## config.mk

```make
export PLATFORM = sky130hd
export DESIGN_NAME = requester_stream_sideband
export DESIGN_NICKNAME = d
export VERILOG_FILES = /design/src/design/rq_sideband_pkg.sv /design/src/design/requester_stream_sideband.sv
export SDC_FILE = /design/constraint.sdc
export NUM_CORES = 2
export LEC_CHECK = 0
export BUFFER_PORTS_ARGS = -buffer_cell sky130_fd_sc_hd__buf_2
export CAP_MARGIN = 5
export CORE_AREA = 2 2 772 774
export CTS_CLUSTER_SIZE = 14
export DETAILED_ROUTE_END_ITERATION = 10
export DIE_AREA = 0 0 774 776
export PLACE_DENSITY_LB_ADDON = 0.25
export SETUP_SLACK_MARGIN = 0.1
export SLEW_MARGIN = 0
export SYNTH_ARGS = -nofsm -noshare
export SYNTH_HDL_FRONTEND = slang
export SYNTH_SLANG_ARGS = --single-unit
```

## constraint.sdc

```tcl
create_clock -name clock -period 3.45 [get_ports clock]
set_input_delay 0.5175 -clock clock [delete_from_list [all_inputs] [get_ports clock]]
set_output_delay 0.5175 -clock clock [all_outputs]
set_load 0.005 [all_outputs]
```

## src/design/rq_sideband_pkg.sv

```systemverilog
// Purpose: constants and carriers for the requester stream sideband block
// Assumes: 512-bit streams, one clock, register port with 8-bit byte address
// Notes: register byte address is four times the register index
package rq_sideband_pkg;

  // ----------------------------------------------------------------
  // Register map
  // ----------------------------------------------------------------
  localparam logic [7:0] REG_CTRL_IDX = 8'h00;
  localparam logic [7:0] REG_STATUS_IDX = 8'h01;
  localparam logic [7:0] REG_MASK_IDX = 8'h02;
  localparam logic [7:0] REG_STATE_IDX = 8'h03;
  localparam logic [7:0] REG_TABLE_IDX = 8'h10;
  localparam int TABLE_DEPTH = 16;
  localparam int TABLE_IDX_W = 4;
  localparam int CTRL_PARITY_BIT = 0;
  localparam int CTRL_STRADDLE_BIT = 1;
  localparam int EVT_PARITY_BIT = 0;
  localparam int EVT_SEQ_BIT = 1;
  localparam int EVT_CPL_BIT = 2;
  localparam int EVT_W = 3;
  localparam logic [1:0] CTRL_RESET = 2'h0;
  localparam logic [EVT_W-1:0] MASK_RESET = 3'h0;

  // ----------------------------------------------------------------
  // Stream geometry and timing
  // ----------------------------------------------------------------
  localparam int DATA_W = 512;
  localparam int BYTES = 64;
  localparam int DWORDS = 16;
  localparam int SEQ_LAG = 4;
  localparam logic [15:0] KEEP_ALL = 16'hFFFF;

  typedef struct packed {
    logic [1:0] present;
    logic [3:0] hint_type;
    logic [1:0] lookup_sel;
    logic [15:0] tag;
    logic [5:0] seq_first;
    logic [5:0] seq_second;
    logic [63:0] parity;
  } rq_fields_s;

  typedef struct packed {
    logic present;
    logic [1:0] hint_type;
    logic [7:0] tag;
  } hint_s;

  typedef struct packed {
    logic vld_a;
    logic [5:0] seq_a;
    logic vld_b;
    logic [5:0] seq_b;
  } seq_slot_s;

  typedef struct packed {
    logic [DATA_W-1:0] data;
    logic first_beat;
    logic last;
    logic [4:0] desc_dw;
    logic [3:0] end_dw;
    logic [2:0] start_count;
    logic [7:0] start_ptrs;
  } cpl_src_s;

  typedef struct packed {
    logic [63:0] parity;
    logic discontinue;
    logic [15:0] eop_ptrs;
    logic [3:0] is_eop;
    logic [7:0] start_ptrs;
    logic [3:0] packet_start_flags;
    logic [63:0] byte_en;
  } cpl_side_s;

endpackage

```

## src/design/requester_stream_sideband.sv

```systemverilog
// Purpose: request sideband capture and completion stream framing
// Assumes: all inputs synchronous to clock; one completion TLP source
// Notes: completion path takes at most one beat per two cycles, even when not stalled
//
// The implementer's own choices: the placing of the registers and the address-and-strobe port.
`timescale 1ns/1ps
module requester_stream_sideband (
  input wire logic clock, // 40 MHz clock
  input wire logic rst, // Synchronous reset, active high
  input wire logic [7:0] reg_addr, // Register byte address
  input wire logic [31:0] reg_wdata, // Register write data
  input wire logic reg_write, // Write strobe
  input wire logic reg_read, // Read strobe
  output logic [31:0] reg_rdata, // Read data, cycle after strobe
  output logic irq, // Level interrupt
  input wire logic request_stream_valid, // Request beat valid
  output logic request_stream_ready, // Request beat accepted
  input wire logic [511:0] request_stream_payload, // Request data
  input wire logic [1:0] request_stream_starts, // TLP starts in beat
  input wire logic request_stream_end, // Final beat of packet
  input wire rq_sideband_pkg::rq_fields_s request_sideband, // Per-packet fields
  output rq_sideband_pkg::hint_s hint_first, // Resolved hint, first TLP
  output rq_sideband_pkg::hint_s hint_second, // Resolved hint, second TLP
  output logic hint_strobe, // Pulse: hints updated
  output logic request_nullify, // Pulse: TLP nullified
  output logic internal_error, // Pulse: uncorrectable error
  output logic [5:0] progress_sequence_out_a, // Echoed first sequence
  output logic progress_valid_a, // Pulse: out_a valid
  output logic [5:0] progress_sequence_out_b, // Echoed second sequence
  output logic progress_valid_b, // Pulse: out_b valid
  input wire logic cpl_src_valid, // Internal completion beat valid
  output logic cpl_src_ready, // Internal completion beat taken
  input wire rq_sideband_pkg::cpl_src_s cpl_src, // Internal completion beat
  output logic [511:0] completion_stream_payload, // Completion data
  output rq_sideband_pkg::cpl_side_s completion_stream_sideband, // 161 bits
  output logic completion_last_flag, // Final beat marker
  output logic [15:0] completion_dword_keep, // Dword keep
  output logic completion_stream_valid, // Completion beat valid
  input wire logic completion_stream_ready // Completion beat accepted
);

  // ----------------------------------------------------------------
  // State
  // ----------------------------------------------------------------
  typedef struct packed {
    logic [1:0] ctrl;
    logic [rq_sideband_pkg::EVT_W-1:0] status;
    logic [rq_sideband_pkg::EVT_W-1:0] mask;
    logic [31:0] rdata;
    logic irq;
    logic rq_ready;
    logic in_packet;
    logic bad_parity;
    rq_sideband_pkg::hint_s hint_a;
    rq_sideband_pkg::hint_s hint_b;
    logic hint_stb;
    logic nullify;
    logic int_err;
    rq_sideband_pkg::seq_slot_s [rq_sideband_pkg::SEQ_LAG-1:0] seq_pipe;
    logic [511:0] c_data;
    rq_sideband_pkg::cpl_side_s c_side;
    logic c_last;
    logic [15:0] c_keep;
    logic c_valid;
    logic src_ready;
  } state_s;

  state_s state_reg;
  state_s state_next;
  logic [7:0] steer_table [rq_sideband_pkg::TABLE_DEPTH];
  logic table_we;
  logic [rq_sideband_pkg::TABLE_IDX_W-1:0] table_wa;

  // ----------------------------------------------------------------
  // Helpers
  // ----------------------------------------------------------------
  function automatic logic [63:0] odd_parity(input logic [511:0] d);
    logic [63:0] p;
    p = '0;
    for (int i = 0; i < rq_sideband_pkg::BYTES; i++) begin
      p[i] = ~(^d[i*8 +: 8]);
    end
    return p;
  endfunction

  // Dwords lo..hi inclusive, empty when lo exceeds hi
  function automatic logic [15:0] dword_span(input logic [4:0] lo, input logic [4:0] hi);
    logic [15:0] m;
    m = '0;
    for (int i = 0; i < rq_sideband_pkg::DWORDS; i++) begin
      m[i] = (5'(i) >= lo) && (5'(i) <= hi);
    end
    return m;
  endfunction

  function automatic logic [63:0] dw_to_bytes(input logic [15:0] m);
    logic [63:0] b;
    b = '0;
    for (int i = 0; i < rq_sideband_pkg::DWORDS; i++) begin
      b[i*4 +: 4] = {4{m[i]}};
    end
    return b;
  endfunction

  function automatic logic [3:0] start_code(input logic [2:0] n);
    logic [3:0] c;
    unique case (n)
      3'h0: c = 4'h0;
      3'h1: c = 4'h1;
      3'h2: c = 4'h3;
      3'h3: c = 4'h7;
      default: c = 4'hF;
    endcase
    return c;
  endfunction

  function automatic rq_sideband_pkg::hint_s resolve(input logic present,
      input logic [1:0] htype, input logic sel, input logic [7:0] tag,
      input logic [7:0] entry);
    rq_sideband_pkg::hint_s h;
    h.present = present;
    h.hint_type = present ? htype : 2'h0;
    h.tag = !present ? 8'h00 : (sel ? entry : tag);
    return h;
  endfunction

  // ----------------------------------------------------------------
  // Next state
  // ----------------------------------------------------------------
  logic rq_take;
  logic first_beat;
  logic beat_bad;
  logic src_take;
  logic out_take;
  logic straddle;
  logic [rq_sideband_pkg::EVT_W-1:0] events;
  logic [4:0] hi_dw;
  logic [15:0] pay_mask;
  logic [7:0] entry_a;
  logic [7:0] entry_b;

  assign entry_a = steer_table[request_sideband.tag[rq_sideband_pkg::TABLE_IDX_W-1:0]];
  assign entry_b = steer_table[request_sideband.tag[8 +: rq_sideband_pkg::TABLE_IDX_W]];
  assign table_we = reg_write && (reg_addr[7:2] >= rq_sideband_pkg::REG_TABLE_IDX[5:0]);
  assign table_wa = reg_addr[2 +: rq_sideband_pkg::TABLE_IDX_W];

  always_comb begin
    state_next = state_reg;
    straddle = state_reg.ctrl[rq_sideband_pkg::CTRL_STRADDLE_BIT];
    events = '0;
    state_next.hint_stb = 1'b0;
    state_next.nullify = 1'b0;
    state_next.int_err = 1'b0;
    state_next.rq_ready = 1'b1;

    // Request side: hint and sequence fields count only on the first accepted beat
    rq_take = request_stream_valid && state_reg.rq_ready;
    first_beat = rq_take && !state_reg.in_packet;
    if (first_beat) begin
      state_next.hint_a = resolve(request_sideband.present[0],
        request_sideband.hint_type[1:0], request_sideband.lookup_sel[0],
        request_sideband.tag[7:0], entry_a);
      state_next.hint_b = resolve(request_sideband.present[1] && request_stream_starts[1],
        request_sideband.hint_type[3:2], request_sideband.lookup_sel[1],
        request_sideband.tag[15:8], entry_b);
      state_next.hint_stb = 1'b1;
    end
    if (rq_take) begin
      state_next.in_packet = !request_stream_end;
    end

    // Parity error is sticky until the packet ends
    beat_bad = rq_take && state_reg.ctrl[rq_sideband_pkg::CTRL_PARITY_BIT]
      && (odd_parity(request_stream_payload) != request_sideband.parity);
    if (rq_take) begin
      state_next.bad_parity = !request_stream_end && (state_reg.bad_parity || beat_bad);
      if (request_stream_end && (state_reg.bad_parity || beat_bad)) begin
        state_next.nullify = 1'b1;
        state_next.int_err = 1'b1;
        events[rq_sideband_pkg::EVT_PARITY_BIT] = 1'b1;
      end
    end

    // Sequence echo after the fixed commit lag
    for (int i = rq_sideband_pkg::SEQ_LAG - 1; i > 0; i--) begin
      state_next.seq_pipe[i] = state_reg.seq_pipe[i-1];
    end
    state_next.seq_pipe[0].vld_a = first_beat;
    state_next.seq_pipe[0].seq_a = request_sideband.seq_first;
    state_next.seq_pipe[0].vld_b = first_beat && request_stream_starts[1];
    state_next.seq_pipe[0].seq_b = request_sideband.seq_second;
    if (state_reg.seq_pipe[rq_sideband_pkg::SEQ_LAG-1].vld_a) begin
      events[rq_sideband_pkg::EVT_SEQ_BIT] = 1'b1;
    end

    // Completion side: single output slot held while stalled
    out_take = state_reg.c_valid && completion_stream_ready;
    src_take = cpl_src_valid && state_reg.src_ready;
    if (out_take) begin
      state_next.c_valid = 1'b0;
      if (state_reg.c_last || state_reg.c_side.is_eop[0]) begin
        events[rq_sideband_pkg::EVT_CPL_BIT] = 1'b1;
      end
    end
    hi_dw = cpl_src.last ? {1'b0, cpl_src.end_dw} : 5'h0F;
    pay_mask = dword_span(cpl_src.desc_dw, hi_dw);
    if (src_take) begin
      state_next.c_valid = 1'b1;
      state_next.c_data = cpl_src.data;
      state_next.c_side.parity = odd_parity(cpl_src.data);
      state_next.c_side.discontinue = 1'b0;
      state_next.c_side.byte_en = dw_to_bytes(pay_mask);
      state_next.c_side.eop_ptrs = '0;
      state_next.c_side.is_eop = '0;
      if (straddle) begin
        state_next.c_last = 1'b0;
        state_next.c_keep = rq_sideband_pkg::KEEP_ALL;
        state_next.c_side.packet_start_flags = start_code(cpl_src.start_count);
        state_next.c_side.start_ptrs = cpl_src.start_ptrs;
        state_next.c_side.is_eop = {3'h0, cpl_src.last};
        state_next.c_side.eop_ptrs = {12'h000, cpl_src.end_dw};
      end else begin
        state_next.c_last = cpl_src.last;
        state_next.c_keep = cpl_src.last
          ? dword_span(5'h00, {1'b0, cpl_src.end_dw})
          : rq_sideband_pkg::KEEP_ALL;
        state_next.c_side.packet_start_flags = {3'h0, cpl_src.first_beat};
        state_next.c_side.start_ptrs = 8'h00;
      end
    end
    // Registered ready: only take a beat when the slot is sure to be free
    state_next.src_ready = !state_next.c_valid && !(state_reg.src_ready && cpl_src_valid);

    // Register port
    state_next.rdata = 32'h0000_0000;
    if (reg_write) begin
      unique case (reg_addr[7:2])
        rq_sideband_pkg::REG_CTRL_IDX[5:0]: state_next.ctrl = reg_wdata[1:0];
        rq_sideband_pkg::REG_MASK_IDX[5:0]:
          state_next.mask = reg_wdata[rq_sideband_pkg::EVT_W-1:0];
        default: ;
      endcase
    end
    if (reg_read) begin
      unique case (reg_addr[7:2])
        rq_sideband_pkg::REG_CTRL_IDX[5:0]: state_next.rdata = {30'h0, state_reg.ctrl};
        rq_sideband_pkg::REG_STATUS_IDX[5:0]: state_next.rdata = {29'h0, state_reg.status};
        rq_sideband_pkg::REG_MASK_IDX[5:0]: state_next.rdata = {29'h0, state_reg.mask};
        rq_sideband_pkg::REG_STATE_IDX[5:0]:
          state_next.rdata = {28'h0, state_reg.c_valid, state_reg.src_ready,
            state_reg.bad_parity, state_reg.in_packet};
        default: begin
          if (reg_addr[7:2] >= rq_sideband_pkg::REG_TABLE_IDX[5:0]) begin
            state_next.rdata = {24'h0, steer_table[table_wa]};
          end
        end
      endcase
    end
    // Read clears, but a same-cycle event still lands
    if (reg_read && reg_addr[7:2] == rq_sideband_pkg::REG_STATUS_IDX[5:0]) begin
      state_next.status = events;
    end else begin
      state_next.status = state_reg.status | events;
    end
    state_next.irq = |(state_next.status & state_next.mask);
  end

  // ----------------------------------------------------------------
  // Registers
  // ----------------------------------------------------------------
  always_ff @(posedge clock) begin
    if (rst) begin
      state_reg <= '0;
      state_reg.ctrl <= rq_sideband_pkg::CTRL_RESET;
      state_reg.mask <= rq_sideband_pkg::MASK_RESET;
    end else begin
      state_reg <= state_next;
    end
  end

  // Table is not reset; software loads it before use
  always_ff @(posedge clock) begin
    if (table_we) begin
      steer_table[table_wa] <= reg_wdata[7:0];
    end
  end

  // ----------------------------------------------------------------
  // Outputs
  // ----------------------------------------------------------------
  assign reg_rdata = state_reg.rdata;
  assign irq = state_reg.irq;
  assign request_stream_ready = state_reg.rq_ready;
  assign hint_first = state_reg.hint_a;
  assign hint_second = state_reg.hint_b;
  assign hint_strobe = state_reg.hint_stb;
  assign request_nullify = state_reg.nullify;
  assign internal_error = state_reg.int_err;
  assign progress_valid_a = state_reg.seq_pipe[rq_sideband_pkg::SEQ_LAG-1].vld_a;
  assign progress_sequence_out_a = state_reg.seq_pipe[rq_sideband_pkg::SEQ_LAG-1].seq_a;
  assign progress_valid_b = state_reg.seq_pipe[rq_sideband_pkg::SEQ_LAG-1].vld_b;
  assign progress_sequence_out_b = state_reg.seq_pipe[rq_sideband_pkg::SEQ_LAG-1].seq_b;
  assign cpl_src_ready = state_reg.src_ready;
  assign completion_stream_payload = state_reg.c_data;
  assign completion_stream_sideband = state_reg.c_side;
  assign completion_last_flag = state_reg.c_last;
  assign completion_dword_keep = state_reg.c_keep;
  assign completion_stream_valid = state_reg.c_valid;

endmodule

```

# Yosys cells after proc, flatten, opt, wreduce, memory -nomap -nowiden
# Memories as Yosys holds them, arrays and structs flattened.
# Cells that the tools add are included.
[word_totals] reg_bits=813 ramBits=128 inputBits=1196 out_inout_bits=765 elab_cells=433 memories=1
[mem_list] memory="steer_table" depth=16 width=8 rd=3 rd_ports_with_merged_regs=0 write_ports=1 line_no="requester_stream_sideband.sv:70" source="logic [7:0] steer_table [rq_sideband_pkg::TABLE_DEPTH];"
[op_classes] n_lt_le_gt_ge=48 n_eq_ne=7 n_mux=32 n_bitwise=132 n_reduce_logical=169
[ops] cell="8-bit XOR reduction" count=128
[ops] cell="776-bit 2-to-1 mux" count=1
[ops] cell="691-bit 2-to-1 mux" count=1
[ops] cell="1-bit inverter" count=130
[ops] cell="4-bit less-or-equal comparator (first input constant)" count=16
[ops] cell="64-bit inequality test" count=1
[ops] cell="8-bit 2-to-1 mux" count=6
[ops] cell="4-bit by 5-bit >= comparator with 1-bit output (first input constant)" count=8
[ops] cell="3-bit by 4-bit less-or-equal comparator with 1-bit output (first input constant)" count=8
[ops] cell="8-bit one-hot mux with 4 select lines" count=1
[ops] cell="1-bit logical AND" count=29
[ops] cell="23-bit 2-to-1 mux" count=1
[ops] cell="3-bit by 5-bit >= comparator with 1-bit output (first input constant)" count=4
[ops] cell="17-bit 2-to-1 mux" count=1
[ops] cell="2-bit by 4-bit less-or-equal comparator with 1-bit output (first input constant)" count=4
[ops] cell="16-bit 2-to-1 mux" count=1
[ops] cell="4-bit one-hot mux with 4 select lines" count=1
[ops] cell="6-bit by 2-bit equality test with 1-bit output (second input constant)" count=2
[ops] cell="1-bit by 4-bit less-or-equal comparator with 1-bit output (first input constant)" count=3
[ops] cell="12-bit 2-to-1 mux" count=1
[ops] cell="1-bit by 5-bit >= comparator with 1-bit output (first input constant)" count=2
[ops] cell="2-bit by 5-bit >= comparator with 1-bit output (first input constant)" count=2
[ops] cell="1-bit 2-to-1 mux" count=10
[ops] cell="3-bit 2-to-1 mux" count=3
[ops] cell="other kinds (15)" count=24

# Depth between registers and ports, before layout
[depth] ltp_word=12 mapped_depth=10 depth_no_buf=8

# Least setup slack after synthesis
# OpenSTA, ideal clock, no wires.
[synth_path] path_kind="input-to-reg" from="input reg_addr[3]" to="memory steer_table[3][0], enable pin" arrival_time_ps=2191 required_ps=3067 path_slack_ps=876 path_stages=5 path_buffers=3 path_cell_list="clkbuf_1 > buf_1 > buf_2 > o2111ai_1 > nor3_1"
[synth_between] elab_chain_len=4
[synth_lines] item="start: declaration" line_no="requester_stream_sideband.sv:10" source="input wire logic [7:0] reg_addr,"
[synth_lines] item="6-bit by 5-bit >= comparator with 1-bit output" line_no="requester_stream_sideband.sv:144" source="assign table_we = reg_write && (reg_addr[7:2] >= rq_sideband_pkg::REG_TABLE_IDX[5:0]);"
[synth_lines] item="1-bit logical AND" line_no="requester_stream_sideband.sv:144"
[synth_lines] item="1-bit 2-to-1 mux" line_no="requester_stream_sideband.sv:283" source="if (table_we) begin"
[synth_lines] item="1-bit 2-to-1 mux (not written as such)" line_no="requester_stream_sideband.sv:284" source="steer_table[table_wa] <= reg_wdata[7:0];"
[synth_lines] item="end: declaration" line_no="requester_stream_sideband.sv:70"
# Parallel ways exist; a longest one is shown, timed or not.

# Final worst setup path
[layout_path] from="input request_stream_payload[146]" to="register state_reg, in the netlist request_nullify"
[layout_between] elab_chain_len=7
[layout_lines] item="start: declaration" line_no="requester_stream_sideband.sv:18" source="input wire logic [511:0] request_stream_payload,"
[layout_lines] item="8-bit XOR reduction" line_no="requester_stream_sideband.sv:81" source="p[i] = ~(^d[i*8 +: 8]);"
[layout_lines] item="1-bit inverter" line_no="requester_stream_sideband.sv:81"
[layout_lines] item="64-bit inequality test" line_no="requester_stream_sideband.sv:174" source="&& (odd_parity(request_stream_payload) != request_sideband.parity);"
[layout_lines] item="1-bit logical AND" line_no="requester_stream_sideband.sv:174"
[layout_lines] item="1-bit logical OR" line_no="requester_stream_sideband.sv:177" source="if (request_stream_end && (state_reg.bad_parity || beat_bad)) begin"
[layout_lines] item="1-bit logical AND" line_no="requester_stream_sideband.sv:177"
[layout_lines] item="2-bit 2-to-1 mux" line_no="requester_stream_sideband.sv:177"
[layout_lines] item="end signal: assignment" line_no="requester_stream_sideband.sv:277" source="state_reg <= state_next;"
[layout_lines] item="end: declaration" line_no="requester_stream_sideband.sv:68" source="state_s state_reg;"
# Every way passes these cells.
# A chain may end at the register's enable or synchronous reset.

==> impl_results.md <==
* DRT Pass-1 Iters at 5
* CTS tree: done
* Gr usage total at 0.128
* Leak Pwr at 27.4 nW
* Clock buffer depth at 4
* Layout Area Growth over Synthesis at 52.7%
* Top cell type by total area after synthesis: dfxtp_1
* Crit start category: primary input
* Largest net degree at the start of global routing at roughly 120
* CORE AREA at 0.592 mm2
* WL/cell at about 27 um
* Synthesized area at 0.0463 mm2
* Die Area at 0.601 mm2
* Num rows at 283
* Maximum clock rate at 327 MHz
* First-pass GRT wire length at between 400000 and 500000 um
* Peak VDD IR at roughly 0.38 mV
* Rel. slew slack at 0.312
* Final wirelength at 402000 um
* Crit path capture type: flip-flop
* Yosys cell types at 53
* FF-to-FF Start: request_stream_ready
* Most frequent cell after synthesis: nand2_1
* Slew of the pin with the lowest slew margin at just over 1 ns
* # DRC at 0
* Min-Delay Path Depth at 3
* Met1 usage at 0.165
* Max_cap viols at 0
* Vias in the first global route at roughly 42000
* Synth top area share at 0.314
* H-Tree Level Count at 4
* RSZ-0062 raised after global routing: false
* Sequential-to-total area share from yosys stat at 0.397
* GP Congestion at just over 0.9
* Max FFs per register at 512
* Clock Skews at 0.111 ns
* Via-to-Cell Ratio at between 2 and 3
* Gates resized, CTS repair at 0
* WP data arrival at 3.78 ns
* GRT overflow at 0
* Commonest cells in the synthesized netlist: nand2_1, buf_4, xnor2_1
* Synth area leaders: dfxtp_1, xnor2_1, buf_4
* Initial antenna violation count at 432
* Initial Util at 0.0782
* Nets@finish at 8005
* Hold Violations, Final at 0
* Die H at 776 um
* Hold_sp: cpl_src[7]
* Post-route ant nets at 0
* Outcome: complete, no violations
* Critical path class: in -> reg
* Setup Buffers After CTS at 0
* Fin crit period at just over 3 ns
* Post-DP HPWL at ~350000 um
* Cell depth of the worst flop-to-flop path at 5
* Post-synth ARST share at 0
* CP Max Fanout at 2
* Dominant synthesized flop cell: dfxtp_1
* Tightest Hold Check Type: in -> reg
* Stages on worst setup path at 11
* CP top delay family: simple AND/OR/NAND/NOR gates
* Flops & latches, synth at 855
* Top Ports at 1961
* P per Cell Area at 463 mW/mm2
* Cell mode on critical path: buf_4
* Sink Count at 855
* Port Buf Inserts at 1893
* Setup WS pre-CTS at -0.565 ns
* Pins Over Slew Limit at 0
* Slowest stage delay, CP at ~0.90 ns
* CTS buffer count at 134
* Filler cells at 68600
* Synth warnings at 0
* M2 GR Usage at 0.205
* R2r endpoint: hint_second[9]
* Placed Cells at 14000
* Clock transition at the registers of the reported paths at 0.05 ns
* Worst EP required at 4.18 ns
* Final Cycle Share at 0.886
* Setup slack after layout at 0.394 ns
* Chip width at 774 um
* Crit-path cells: buf_2, xor2_1, xnor3_1, xnor2_1, nor4_1, buf_4, nand4_1, nor4_2, buf_4, nand2b_1, a211oi_1
* CP max stage cell: nor4_2
* Via count at around 43000
* Met3 GRT Util at 0.0501
* WHS Endpoint: completion_stream_sideband[75]
* Share of post-route cells with drive strength above 1 at 0.341
* Buf+Inv Stages, Crit Path at 3
* Grt peak-use layer: met2
* Final setup viols at 0
* Worst-skew pair later-pin latency at roughly 0.86 ns
* Flop-to-flop setup slack at about 1.3 ns
* Final Non-Filler Cells at ~15000
* DR iter-0 viols at 2782
* Average size of a mapped cell at 9.13 um2
* Cells after Synth at ~5100
* Number of synthesized flops with an enable pin at ~130
* Clk root buf: clkbuf_16
## worst max path at each step
stage | from | to
4_1_cts | request_stream_payload[68] | request_nullify
6_report | request_stream_payload[146] | request_nullify
3_5_place_dp | request_stream_payload[68] | request_nullify
2_1_floorplan | reg_addr[3] | steer_table[3][0]
5_1_grt | request_stream_payload[68] | irq
3_3_place_gp | request_stream_payload[68] | irq
## power by group
part	switching (mW)	total (mW)	internal, mW
clock network	5.91	14.4	8.53
logic	4.30	7.55	3.25
registers	0.237	10.8	10.5
## cell type report
| type | instances | area [um2] | share of cell area |
|---|---|---|---|
| Timing Repair Buffer | 2580 | 16400 | 0.232 |
| Sequential cell | 855 | 18400 | 0.260 |
| Clock inverter | 58 | 778 | 0.0110 |
| Clock buffer | 175 | 3700 | 0.0523 |
| Tap cell | 7837 | 9810 | 0.139 |
| Inverter | 9 | 33.8 | 0.000478 |
| Antenna cell | 139 | 348 | 0.00492 |
| Multi-Input combinational cell | 3229 | 21300 | 0.301 |
## cell families (layout without fill, tap and decap cells)
logic type                count (synthesis)  after routing  synth area share
AOI/OAI and AO/OA                       712            712            0.0796
xor gates and xnor gates                896            896             0.188
other                                     1            179         0.0000809
muxes                                   144            144            0.0630
buffers and inverters                  1031           2822             0.148
DFF                                     855            855             0.397
and+or+nand+nor                        1437           1437             0.124
## layer usage
| layer | vias to the layer above | wire length (um) |
|---|---|---|
| met5 | - | 1060 |
| met4 | 158 | 9500 |
| met3 | 745 | 40300 |
| met2 | 2221 | 178000 |
| met1 | 20600 | 174000 |
| li1 | 19500 | - |
## through the flow
step | utilization | TNS [ns] | total power, mW | hold WS [ns] | cell area [um2]
3_5_place_dp | 0.102 | -2.19 | 17.9 | 0.420 | 60400
4_1_cts | 0.119 | 0 | 33.8 | 0.000281 | 70400
6_report | 0.119 | 0 | 32.8 | 0.111 | 70700
2_1_floorplan | - | 0 | 14.6 | 0.414 | 46500
3_3_place_gp | 0.102 | -2.15 | 17.9 | 0.418 | 60400
5_1_grt | 0.119 | 0 | 34.4 | 0.0566 | 70500
## timing repair
action,CTS,global route
setup endpoints to repair,0,0
hold buffers,549,0
hold endpoints to repair,655,0
## tightest hold or removal path, cell delays in order
cell	delay (ns)
buf_2	0.10
nand3_1	0.20
a21oi_1	0.10
## layout by cell type, fill, tap and decap left out, types with 17 or more instances in the layout
| cell type | netlist | final |
|---|---|---|
| clkbuf_1 | 218 | 22 |
| clkbuf_8 | 0 | 19 |
| buf_12 | 3 | 30 |
| nand2_1 | 1202 | 1201 |
| buf_4 | 760 | 109 |
| xor2_1 | 96 | 96 |
| nor2b_1 | 63 | 63 |
| xnor3_1 | 64 | 64 |
| diode_2 | 0 | 139 |
| clkinv_2 | 0 | 17 |
| buf_2 | 12 | 1891 |
| edfxtp_1 | 128 | 128 |
| mux2i_1 | 23 | 23 |
| nand3_1 | 27 | 27 |
| xnor2_1 | 736 | 730 |
| clkbuf_16 | 0 | 134 |
| dlygate4sd3_1 | 0 | 549 |
| mux4_2 | 90 | 90 |
| conb_1 | 1 | 40 |
| dfxtp_1 | 727 | 726 |
| mux4_1 | 20 | 20 |
| a21oi_1 | 639 | 639 |
| nor2_1 | 87 | 87 |
(Power assumes the default switching activity.)
